**src/shared/brwc_params.svh**
```systemverilog
/*
 * Constants of the burst ROM wait controller: register offsets, field
 * positions, reset values and bus widths.
 * Assumes inclusion by bare name from the package and the design files.
 */
`ifndef BRWC_PARAMS_SVH
`define BRWC_PARAMS_SVH

// ==========================================================
// bus
`define BRWC_ADDR_W        12
`define BRWC_DATA_W        32

// ==========================================================
// register byte offsets
`define BRWC_CFG_OFS       12'h000
`define BRWC_STAT_OFS      12'h004

// ==========================================================
// configuration fields
`define BRWC_GAP_HI        17
`define BRWC_GAP_LO        16
`define BRWC_FIRST_HI      10
`define BRWC_FIRST_LO      7
`define BRWC_IGN_BIT       6
`define BRWC_CFG_MASK      32'h0003_07c0
`define BRWC_CFG_RST       32'h0000_0500
`define BRWC_FIRST_RST     4'ha
`define BRWC_GAP_RST       2'h0
`define BRWC_IGN_RST       1'b0

// ==========================================================
// status fields
`define BRWC_ST_BUSY       0
`define BRWC_ST_STRETCH    1
`define BRWC_ST_BADCODE    2
`define BRWC_ST_WAITLVL    3
`define BRWC_ST_CNT_LO     8
`define BRWC_ST_CNT_HI     15

// ==========================================================
// counters
`define BRWC_CNT_W         5
`define BRWC_BEAT_W        3

`endif

```
**src/shared/brwc_pkg.sv**
```systemverilog
/*
 * Types and decode functions of the burst ROM wait controller.
 * Assumes brwc_params.svh on the include path.
 */
`include "brwc_params.svh"

package brwc_pkg;

	typedef enum logic [1:0] {
		BRWC_IDLE,
		BRWC_ACCESS,
		BRWC_GAP
	} brwc_state_t;

	typedef logic [`BRWC_CNT_W-1:0] brwc_cnt_t;

	// first access wait code to cycles; forbidden codes run as longest
	function automatic brwc_cnt_t brwc_first_cycles(input logic [3:0] code);
		brwc_cnt_t n;
		n = 5'h18;
		case (code)
			4'h0: n = 5'h00;
			4'h1: n = 5'h01;
			4'h2: n = 5'h02;
			4'h3: n = 5'h03;
			4'h4: n = 5'h04;
			4'h5: n = 5'h05;
			4'h6: n = 5'h06;
			4'h7: n = 5'h08;
			4'h8: n = 5'h0a;
			4'h9: n = 5'h0c;
			4'ha: n = 5'h0e;
			4'hb: n = 5'h12;
			4'hc: n = 5'h18;
			default: n = 5'h18;
		endcase
		return n;
	endfunction

	function automatic logic brwc_code_bad(input logic [3:0] code);
		return code > 4'hc;
	endfunction

endpackage

```
**src/rtl/brwc_sync.sv**
```systemverilog
/*
 * Three-stage synchroniser for one pin; the output level changes only
 * once the second and third stages agree.
 * Assumes the pin is asynchronous to clk.
 */
`timescale 1ns/100ps

module brwc_sync (
	input  wire logic clk,
	input  wire logic resetn,
	input  wire logic pinIn,
	input  wire logic resetLevel,
	output logic      level
);
	logic s1;
	logic s2;
	logic s3;

	always_ff @(posedge clk) begin
		if (!resetn) begin
			s1 <= resetLevel;
			s2 <= resetLevel;
			s3 <= resetLevel;
		end else begin
			s1 <= pinIn;
			s2 <= s1;
			s3 <= s2;
		end
	end

	always_ff @(posedge clk) begin
		if (!resetn) begin
			level <= resetLevel;
		end else if (s2 == s3) begin
			level <= s3;
		end
	end

endmodule // brwc_sync

```
**src/rtl/brwc_wait_cnt.sv**
```systemverilog
/*
 * Down counter of wait cycles; loads a count and reports when it has
 * run out.
 * Assumes load and run come from the same clock domain.
 */
`timescale 1ns/100ps

module brwc_wait_cnt
	import brwc_pkg::*;
(
	input  wire logic      clk,
	input  wire logic      resetn,
	input  wire logic      load,
	input  wire brwc_cnt_t loadVal,
	input  wire logic      run,
	output logic           elapsed
);
	brwc_cnt_t cnt;

	always_ff @(posedge clk) begin
		if (!resetn) begin
			cnt <= '0;
		end else if (load) begin
			cnt <= loadVal;
		end else if (run && cnt != '0) begin
			cnt <= cnt - 5'h01;
		end
	end

	assign elapsed = (cnt == '0);

endmodule // brwc_wait_cnt

```
**src/rtl/brwc_top.sv**
```systemverilog
/*
 * Burst ROM wait controller for chip-select area 0: an APB register file
 * holding the wait configuration and status, and the access sequencer
 * that inserts first-access waits, burst gap waits and external stretch.
 * Assumes an APB master on clk, a user port that requests accesses, and
 * an active-low wait pin from the ROM side, asynchronous to clk.
 */
// Contract
// burst gap field gives 0..3 later-beat waits
// first field gives listed first-beat wait counts
// honour wait pin only while ignore bit clear
// wait pin also stretches zero-wait accesses
// reserved bits read zero, software writes zero
// reset: first field 1010, others zero
// waits in bus clocks, stretch after programmed
`timescale 1ns/100ps
`include "brwc_params.svh"

module brwc_top
	import brwc_pkg::*;
(
	input  wire logic                   clk,
	input  wire logic                   resetn,
	input  wire logic                   psel,
	input  wire logic                   penable,
	input  wire logic                   pwrite,
	input  wire logic [`BRWC_ADDR_W-1:0] paddr,
	input  wire logic [`BRWC_DATA_W-1:0] pwdata,
	output logic [`BRWC_DATA_W-1:0]      prdata,
	output logic                        pready,
	output logic                        pslverr,
	input  wire logic                   accReq,
	input  wire logic                   accWrite,
	input  wire logic [`BRWC_BEAT_W-1:0] accBeats,
	output logic                        accAck,
	output logic                        beatStrobe,
	output logic                        accDone,
	output logic                        busy,
	output logic                        romCsn,
	output logic                        romRdn,
	output logic                        romWen,
	input  wire logic                   extWaitn
);
	// ==========================================================
	// configuration register
	logic [1:0]                burst_gap_wait;
	logic [3:0]                first_access_wait;
	logic                      ext_wait_ignore;
	logic                      stretchSeen;
	logic                      badCode;
	logic [7:0]                accCount;
	logic                      extWaitLvl;
	logic                      waitActive;
	brwc_state_t               state;
	brwc_state_t               next_state;
	logic [`BRWC_BEAT_W-1:0]   beatsLeft;
	logic                      writeAcc;
	logic                      cntLoad;
	brwc_cnt_t                 cntVal;
	logic                      cntElapsed;
	logic                      beatDone;
	logic                      apbWrite;
	logic                      apbRead;
	logic                      hitCfg;
	logic                      hitStat;
	logic [`BRWC_DATA_W-1:0]   cfgWord;
	logic [`BRWC_DATA_W-1:0]   statWord;

	assign apbWrite = psel && penable && pwrite;
	assign apbRead  = psel && penable && !pwrite;
	assign pready   = 1'b1;

	always_comb begin
		hitCfg  = 1'b0;
		hitStat = 1'b0;
		if (paddr == `BRWC_CFG_OFS) begin
			hitCfg = 1'b1;
		end else if (paddr == `BRWC_STAT_OFS) begin
			hitStat = 1'b1;
		end
	end

	always_ff @(posedge clk) begin
		if (!resetn) begin
			first_access_wait <= `BRWC_FIRST_RST;
			burst_gap_wait    <= `BRWC_GAP_RST;
			ext_wait_ignore   <= `BRWC_IGN_RST;
		end else if (apbWrite && hitCfg) begin
			first_access_wait <= pwdata[`BRWC_FIRST_HI:`BRWC_FIRST_LO];
			burst_gap_wait    <= pwdata[`BRWC_GAP_HI:`BRWC_GAP_LO];
			ext_wait_ignore   <= pwdata[`BRWC_IGN_BIT];
		end
	end

	// reserved positions stay zero whatever software writes
	always_comb begin
		cfgWord = '0;
		cfgWord[`BRWC_FIRST_HI:`BRWC_FIRST_LO] = first_access_wait;
		cfgWord[`BRWC_GAP_HI:`BRWC_GAP_LO]     = burst_gap_wait;
		cfgWord[`BRWC_IGN_BIT]                 = ext_wait_ignore;
	end

	always_comb begin
		statWord = '0;
		statWord[`BRWC_ST_BUSY]                   = busy;
		statWord[`BRWC_ST_STRETCH]                = stretchSeen;
		statWord[`BRWC_ST_BADCODE]                = badCode;
		statWord[`BRWC_ST_WAITLVL]                = !extWaitLvl;
		statWord[`BRWC_ST_CNT_HI:`BRWC_ST_CNT_LO] = accCount;
	end

	// ==========================================================
	// apb read data and error answer
	always_ff @(posedge clk) begin
		if (!resetn) begin
			prdata <= '0;
		end else if (psel && !penable && !pwrite) begin
			if (hitCfg) begin
				prdata <= cfgWord;
			end else if (hitStat) begin
				prdata <= statWord;
			end else begin
				prdata <= '0;
			end
		end
	end

	assign pslverr = psel && penable && !hitCfg && !hitStat;

	// ==========================================================
	// external wait pin
	brwc_sync u_sync (
		.clk        (clk),
		.resetn     (resetn),
		.pinIn      (extWaitn),
		.resetLevel (1'b1),
		.level      (extWaitLvl)
	);

	// unmasked pin counts even with zero programmed waits
	assign waitActive = !extWaitLvl && !ext_wait_ignore;

	// ==========================================================
	// wait counter
	always_comb begin
		cntLoad = 1'b0;
		cntVal  = '0;
		if (state == BRWC_IDLE && accReq) begin
			cntLoad = 1'b1;
			cntVal  = brwc_first_cycles(first_access_wait);
		end else if (beatDone && beatsLeft != '0) begin
			cntLoad = 1'b1;
			// gap state also spends the zero-count cycle, so load one less
			if (burst_gap_wait != 2'h0) begin
				cntVal = {3'h0, burst_gap_wait - 2'h1};
			end
		end
	end

	brwc_wait_cnt u_cnt (
		.clk     (clk),
		.resetn  (resetn),
		.load    (cntLoad),
		.loadVal (cntVal),
		.run     (state != BRWC_IDLE),
		.elapsed (cntElapsed)
	);

	// stretch looked at only once programmed waits are over
	assign beatDone = (state == BRWC_ACCESS) && cntElapsed
		&& !waitActive;

	// ==========================================================
	// access sequencer
	always_comb begin
		next_state = state;
		case (state)
			BRWC_IDLE: begin
				if (accReq) begin
					next_state = BRWC_ACCESS;
				end
			end
			BRWC_ACCESS: begin
				if (beatDone) begin
					if (beatsLeft == '0) begin
						next_state = BRWC_IDLE;
					end else if (burst_gap_wait == 2'h0) begin
						next_state = BRWC_ACCESS;
					end else begin
						next_state = BRWC_GAP;
					end
				end
			end
			BRWC_GAP: begin
				if (cntElapsed) begin
					next_state = BRWC_ACCESS;
				end
			end
			default: begin
				next_state = BRWC_IDLE;
			end
		endcase
	end

	always_ff @(posedge clk) begin
		if (!resetn) begin
			state <= BRWC_IDLE;
		end else begin
			state <= next_state;
		end
	end

	assign accAck = (state == BRWC_IDLE);
	assign busy   = (state != BRWC_IDLE);

	always_ff @(posedge clk) begin
		if (!resetn) begin
			beatsLeft <= '0;
			writeAcc  <= 1'b0;
		end else if (state == BRWC_IDLE && accReq) begin
			beatsLeft <= accBeats;
			writeAcc  <= accWrite;
		end else if (beatDone && beatsLeft != '0) begin
			beatsLeft <= beatsLeft - 3'h1;
		end
	end

	// ==========================================================
	// pin strobes and completion pulses
	always_ff @(posedge clk) begin
		if (!resetn) begin
			romCsn <= 1'b1;
			romRdn <= 1'b1;
			romWen <= 1'b1;
		end else begin
			romCsn <= (next_state == BRWC_IDLE);
			romRdn <= !(next_state == BRWC_ACCESS &&
				!(state == BRWC_IDLE ? accWrite : writeAcc));
			romWen <= !(next_state == BRWC_ACCESS &&
				(state == BRWC_IDLE ? accWrite : writeAcc));
		end
	end

	always_ff @(posedge clk) begin
		if (!resetn) begin
			beatStrobe <= 1'b0;
			accDone    <= 1'b0;
		end else begin
			beatStrobe <= beatDone;
			accDone    <= beatDone && beatsLeft == '0;
		end
	end

	// ==========================================================
	// status: stretch flag, code check, access count
	always_ff @(posedge clk) begin
		if (!resetn) begin
			stretchSeen <= 1'b0;
		end else if (state == BRWC_ACCESS && cntElapsed && waitActive) begin
			stretchSeen <= 1'b1;
		end else if (apbWrite && hitStat && pwdata[`BRWC_ST_STRETCH]) begin
			stretchSeen <= 1'b0;
		end
	end

	always_ff @(posedge clk) begin
		if (!resetn) begin
			badCode <= 1'b0;
		end else begin
			badCode <= brwc_code_bad(first_access_wait);
		end
	end

	always_ff @(posedge clk) begin
		if (!resetn) begin
			accCount <= '0;
		end else if (beatDone && beatsLeft == '0) begin
			accCount <= accCount + 8'h01;
		end
	end

endmodule // brwc_top

```
**config.mk**
```make
export PLATFORM = sky130hd
export DESIGN_NAME = brwc_top
export DESIGN_NICKNAME = d
export VERILOG_FILES = /design/src/shared/brwc_pkg.sv /design/src/rtl/brwc_sync.sv /design/src/rtl/brwc_wait_cnt.sv /design/src/rtl/brwc_top.sv
export VERILOG_INCLUDE_DIRS = /design/src /design/src/shared
export SDC_FILE = /design/constraint.sdc
export NUM_CORES = 1
export LEC_CHECK = 0
export ABC_AREA = 1
export BUFFER_PORTS_ARGS = -buffer_cell sky130_fd_sc_hd__buf_2
export CORE_ASPECT_RATIO = 0.8
export CORE_MARGIN = 2
export CORE_UTILIZATION = 29
export DETAILED_ROUTE_END_ITERATION = 8
export GPL_ROUTABILITY_DRIVEN = 0
export GPL_TIMING_DRIVEN = 0
export PLACE_DENSITY = 0.56
export SLEW_MARGIN = 20
export SYNTH_ARGS = -nofsm -noshare
export SYNTH_HDL_FRONTEND = slang
export SYNTH_SLANG_ARGS = --single-unit
```
**constraint.sdc**
```tcl
create_clock -name clk -period 2.6 [get_ports clk]
set_input_delay 0.13 -clock clk [delete_from_list [all_inputs] [get_ports clk]]
set_output_delay 0.13 -clock clk [all_outputs]
set_load 0.05 [all_outputs]
```
==> flow_results.xml <==
<?xml version="1.0" encoding="UTF-8"?>
<metrics>
  <group name="power_and_ir_drop">
    <metric name="max-vdd-ir-drop" unit="V">0.000298</metric>
    <metric name="power.net_switching" unit="uW">772</metric>
    <metric name="static-leakage-power" unit="nW">1.76</metric>
    <metric name="switching_share" unit="%">28.3</metric>
    <metric name="internal_power" unit="mW">1.96</metric>
    <metric name="clock_power_share" unit="%">46.1</metric>
    <metric name="power_density" unit="nW/um^2">738</metric>
    <metric name="comb_power_share" unit="%">18.5</metric>
    <metric name="fraction_of_power_consumed_by_sequential_logic" unit="%">35.4</metric>
  </group>
  <group name="floorplan">
    <metric name="die_h" unit="um">93.0</metric>
    <metric name="fp.dieArea" unit="sq um">10700</metric>
    <metric name="placementRows" unit="">32</metric>
    <metric name="start_util" unit="%">29.7</metric>
    <metric name="io_pins" unit="">96</metric>
    <metric name="floorplan.core_area" unit="sq um">9650</metric>
    <metric name="die_w" unit="um">115</metric>
  </group>
  <group name="synthesis">
    <metric name="synth_cell_types" unit="">37</metric>
    <metric name="combined_area_of_all_synthesized_cells" unit="sq um">2870</metric>
    <metric name="synth_cells" unit="">382</metric>
    <metric name="synth-edff-count" unit="">0</metric>
    <metric name="synth_warnings" unit="">0</metric>
    <metric name="ys_async_rst_share" unit="%">0</metric>
    <metric name="post_synth_main_area_contributors" unit="">sky130_fd_sc_hd__dfxtp_1 40%, sky130_fd_sc_hd__nand2_1 10%, sky130_fd_sc_hd__o21ai_0 5.9%</metric>
    <metric name="synthDominantAreaCellType" unit="">sky130_fd_sc_hd__dfxtp_1</metric>
    <metric name="synth.yosys.seq_area_share" unit="%">40.5</metric>
    <metric name="synth.ff_latch_count" unit="">58</metric>
    <metric name="synth.top_cell.area_share" unit="%">40.5</metric>
    <metric name="synthSimpleGateAreaFrac" unit="%">27.0</metric>
    <metric name="synthTopCellsByCount" unit="">79 x sky130_fd_sc_hd__nand2_1, 58 x sky130_fd_sc_hd__dfxtp_1, 42 x sky130_fd_sc_hd__inv_1, 34 x sky130_fd_sc_hd__o21ai_0, 31 x sky130_fd_sc_hd__a21oi_1</metric>
    <metric name="compound_gate_portion_of_the_synthesized_area" unit="%">14.1</metric>
    <metric name="dominant_combinational_cell_family_by_area_after_synthesis" unit="">simple AND/OR/NAND/NOR gates</metric>
    <metric name="synthMuxAreaShare" unit="%">0</metric>
    <metric name="yosys.cell_count.top_type" unit="">sky130_fd_sc_hd__nand2_1</metric>
    <metric name="syn-mean-instance-area" unit="sq um">7.51</metric>
    <metric name="synthFlopType" unit="">sky130_fd_sc_hd__dfxtp_1</metric>
    <metric name="synthXorXnorAreaFrac" unit="%">2.14</metric>
    <metric name="synth_fa_ha_area_share" unit="%">3.49</metric>
  </group>
  <group name="detailed_routing">
    <metric name="dr.first_iter.drc_count" unit="">154</metric>
    <metric name="route.vias.total" unit="">2604</metric>
    <metric name="ant_nets" unit="">0</metric>
    <metric name="wire_per_inst" unit="um">11.4</metric>
    <metric name="detailed_route_wl" unit="um">6870</metric>
    <metric name="first_pass_iters" unit="">5</metric>
    <metric name="residual_drc" unit="">0</metric>
    <metric name="vias_per_cell" unit="">4.31</metric>
  </group>
  <group name="cts">
    <metric name="max-clock-path-buffers" unit="">2</metric>
    <metric name="h-tree-depth" unit="">3</metric>
    <metric name="clkLatencyLatePin" unit="ns">0.32</metric>
    <metric name="postCtsSetupBuffers" unit="">0</metric>
    <metric name="clkTransAtPathRegs" unit="ns">0.05</metric>
    <metric name="cts_inserted_buffers" unit="">9</metric>
    <metric name="ctsRootBufferMaster" unit="">sky130_fd_sc_hd__clkbuf_16</metric>
    <metric name="clock_sinks" unit="">58</metric>
    <metric name="cts_tree" unit="">built</metric>
  </group>
  <group name="setup_path">
    <metric name="timing.critical_path.from_type" unit="">flip-flop</metric>
    <metric name="critical_path.n_buffers_inverters" unit="">3</metric>
    <metric name="end_kind" unit="">flip-flop</metric>
    <metric name="timing.critical_path.cells" unit="">inv_1, ha_1, nand3_4, nor2_8, nand3_4, nand2_4, inv_6, nand2_4, inv_2, nor2_1, nor2_1</metric>
    <metric name="crit_fanout" unit="">10</metric>
    <metric name="critical_path_required" unit="ns">2.82</metric>
    <metric name="worstRegToRegCells" unit="">11</metric>
    <metric name="worst-r2r-setup-slack" unit="ns">0.98</metric>
    <metric name="cp_top_family" unit="">simple AND/OR/NAND/NOR gates</metric>
    <metric name="critPathMaxStageDelay" unit="ns">0.29</metric>
    <metric name="rr_startpoint" unit="">u_cnt.cnt[0]</metric>
    <metric name="cp_slowest_cell" unit="">sky130_fd_sc_hd__dfxtp_1</metric>
    <metric name="critPathArrivalTime" unit="ns">1.84</metric>
    <metric name="timing_worst_setup_path_type" unit="">flip-flop to flip-flop</metric>
    <metric name="worstReg2RegEnd" unit="">u_cnt.cnt[2]</metric>
  </group>
  <group name="status">
    <metric name="run_status" unit="">finished, final reports clean</metric>
  </group>
  <group name="timing">
    <metric name="min_period_over_period" unit="%">62.2</metric>
    <metric name="finalHoldViolations" unit="">0</metric>
    <metric name="final.setup_skew" unit="ns">0.00471</metric>
    <metric name="worst_slew_margin_rel" unit="%">60.3</metric>
    <metric name="grt_setup_unrepaired" unit="">false</metric>
    <metric name="max_clock_freq" unit="GHz">0.618</metric>
    <metric name="timing.final.max_slew_violations" unit="">0</metric>
    <metric name="tightestPinTransition" unit="ns">0.596</metric>
    <metric name="fin_setup_tns" unit="ns">0</metric>
    <metric name="timing.final.crit_period" unit="ns">1.62</metric>
    <metric name="finalWorstSetupSlack" unit="ns">0.983</metric>
    <metric name="setup_viol" unit="">0</metric>
  </group>
  <group name="global_routing">
    <metric name="grt_pass1_wl" unit="um">11500</metric>
    <metric name="overflow" unit="">0</metric>
    <metric name="antenna_found_initial" unit="">0</metric>
    <metric name="grt_start_max_net_pins" unit="">11</metric>
    <metric name="global_route.usage.total" unit="%">13.8</metric>
    <metric name="first_global_vias" unit="">2387</metric>
  </group>
  <group name="placement">
    <metric name="hpwlAfterDp" unit="um">5260</metric>
    <metric name="placed_cell_area" unit="sq um">3370</metric>
    <metric name="portBuffers" unit="">54</metric>
    <metric name="dpl_worst_slack" unit="ns">0.854</metric>
  </group>
  <group name="hold_path">
    <metric name="hold_depth" unit="">3</metric>
    <metric name="holdCritPathClass" unit="">primary input to flip-flop</metric>
    <metric name="min-delay-start" unit="">accWrite</metric>
    <metric name="timing.hold.worst_endpoint" unit="">writeAcc</metric>
  </group>
  <group name="finish">
    <metric name="num-nets-final" unit="">526</metric>
    <metric name="final_layout_size_suffix_gt1_share" unit="%">25.2</metric>
    <metric name="area_delta_synth_final" unit="%">28.8</metric>
    <metric name="antenna_cells" unit="">0</metric>
    <metric name="fin_area" unit="sq um">3700</metric>
    <metric name="final.fill_count" unit="">1015</metric>
  </group>
  <group name="run">
    <metric name="drv.max_cap_violation_count" unit="">0</metric>
  </group>
</metrics>
-- sequential cells by signal, indices dropped and copies added (netlist names), 2 cells and up, named ones only --
name / flops
prdata: 16
first_access_wait: 4
beatsLeft: 3
burst_gap_wait: 2
accCount: 8
u_cnt.cnt: 5
state: 2
-- area by class of cell --
| cell class | instances | area, sq um | area share [%] |
|---|---|---|---|
| multi-input cells | 264 | 1400 | 38.0 |
| flip-flops and latches | 58 | 1160 | 31.4 |
| repair buffers | 55 | 280 | 7.58 |
| clock buffers | 11 | 243 | 6.57 |
| inverters | 48 | 185 | 5.01 |
| plain buffers | 27 | 175 | 4.74 |
| well taps | 136 | 170 | 4.60 |
| clock inverters | 5 | 77.6 | 2.10 |
-- cell families after synthesis --
| logic type | after synthesis |
|---|---|
| XOR/XNOR | 7 |
| buffers and inverters | 75 |
| AND/OR/NAND/NOR | 156 |
| adder cells (fa/ha/maj) | 8 |
| AO/OA/AOI/OAI | 76 |
| other | 2 |
| flip-flops | 58 |
-- per-stage QoR --
| stage | util, % | power, mW | hold WS, ns | instances |
|---|---|---|---|---|
| 2_1_floorplan | - | 1.38 | 0.237 | 397 |
| 3_3_place_gp | 34.9 | 1.48 | 0.319 | 587 |
| 3_5_place_dp | 34.9 | 1.49 | 0.320 | 587 |
| 4_1_cts | 38.3 | 2.75 | 0.0606 | 604 |
| 5_1_grt | 38.3 | 2.85 | 0.0701 | 604 |
| 6_report | 38.3 | 2.73 | 0.0699 | 604 |
-- tightest hold or removal path, cell delays in order --
cell and delay [ns]:
sky130_fd_sc_hd__buf_2 0.07, sky130_fd_sc_hd__inv_1 0.04, sky130_fd_sc_hd__a21oi_1 0.11
-- routing by layer --
metal  wire length, um  vias to the layer above  global-route usage, %
li1                  -                     1355                      -
met1              3380                     1163                   18.2
met2              2920                       79                   20.8
met3               516                        7                   5.30
met4                55                        0                   4.32
met5                 0                        -                      0
-- worst max path at each step --
| stage | from | endpoint | depth (start not counted) |
|---|---|---|---|
| finish | u_cnt.cnt[0] | u_cnt.cnt[2] | 11 |
| global route | u_cnt.cnt[0] | u_cnt.cnt[4] | 11 |
| CTS | u_cnt.cnt[0] | u_cnt.cnt[4] | 11 |
| detailed placement | paddr[1] | flip-flop | 13 |
| global placement | paddr[11] | flip-flop | 14 |
| floorplan | state[1] | u_cnt.cnt[0] | 8 |
-- timing repair --
item | CTS | global route
setup endpoints to repair | 0 | 0
hold endpoints to repair | 1 | 0
gates resized for setup | 0 | 0
hold buffers | 1 | 0
-- power by group through the flow --
stage	combinational [mW]	sequential (mW)	clock (mW)
6_report	0.505	0.966	1.26
5_1_grt	0.558	0.970	1.32
4_1_cts	0.509	0.965	1.28
3_5_place_dp	0.505	0.983	0
3_3_place_gp	0.498	0.981	0
2_1_floorplan	0.341	1.04	0
-- placed cells by master, fill, tap and decap left out, types with 5 or more instances in the layout --
cell | netlist | final
sky130_fd_sc_hd__nand2_1 | 79 | 79
sky130_fd_sc_hd__a21oi_1 | 31 | 31
sky130_fd_sc_hd__clkbuf_16 | 0 | 9
sky130_fd_sc_hd__clkbuf_1 | 5 | 6
sky130_fd_sc_hd__conb_1 | 2 | 17
sky130_fd_sc_hd__buf_4 | 19 | 19
sky130_fd_sc_hd__inv_2 | 5 | 5
sky130_fd_sc_hd__inv_1 | 42 | 42
sky130_fd_sc_hd__dfxtp_1 | 58 | 58
sky130_fd_sc_hd__buf_2 | 2 | 56
sky130_fd_sc_hd__nor2_2 | 5 | 5
sky130_fd_sc_hd__xor2_1 | 5 | 5
sky130_fd_sc_hd__nor2_1 | 27 | 27
sky130_fd_sc_hd__o21ai_0 | 34 | 34
sky130_fd_sc_hd__nand4_1 | 5 | 5
sky130_fd_sc_hd__ha_1 | 8 | 8
sky130_fd_sc_hd__nand3_1 | 17 | 17
Power figures use the tool's default switching activity.
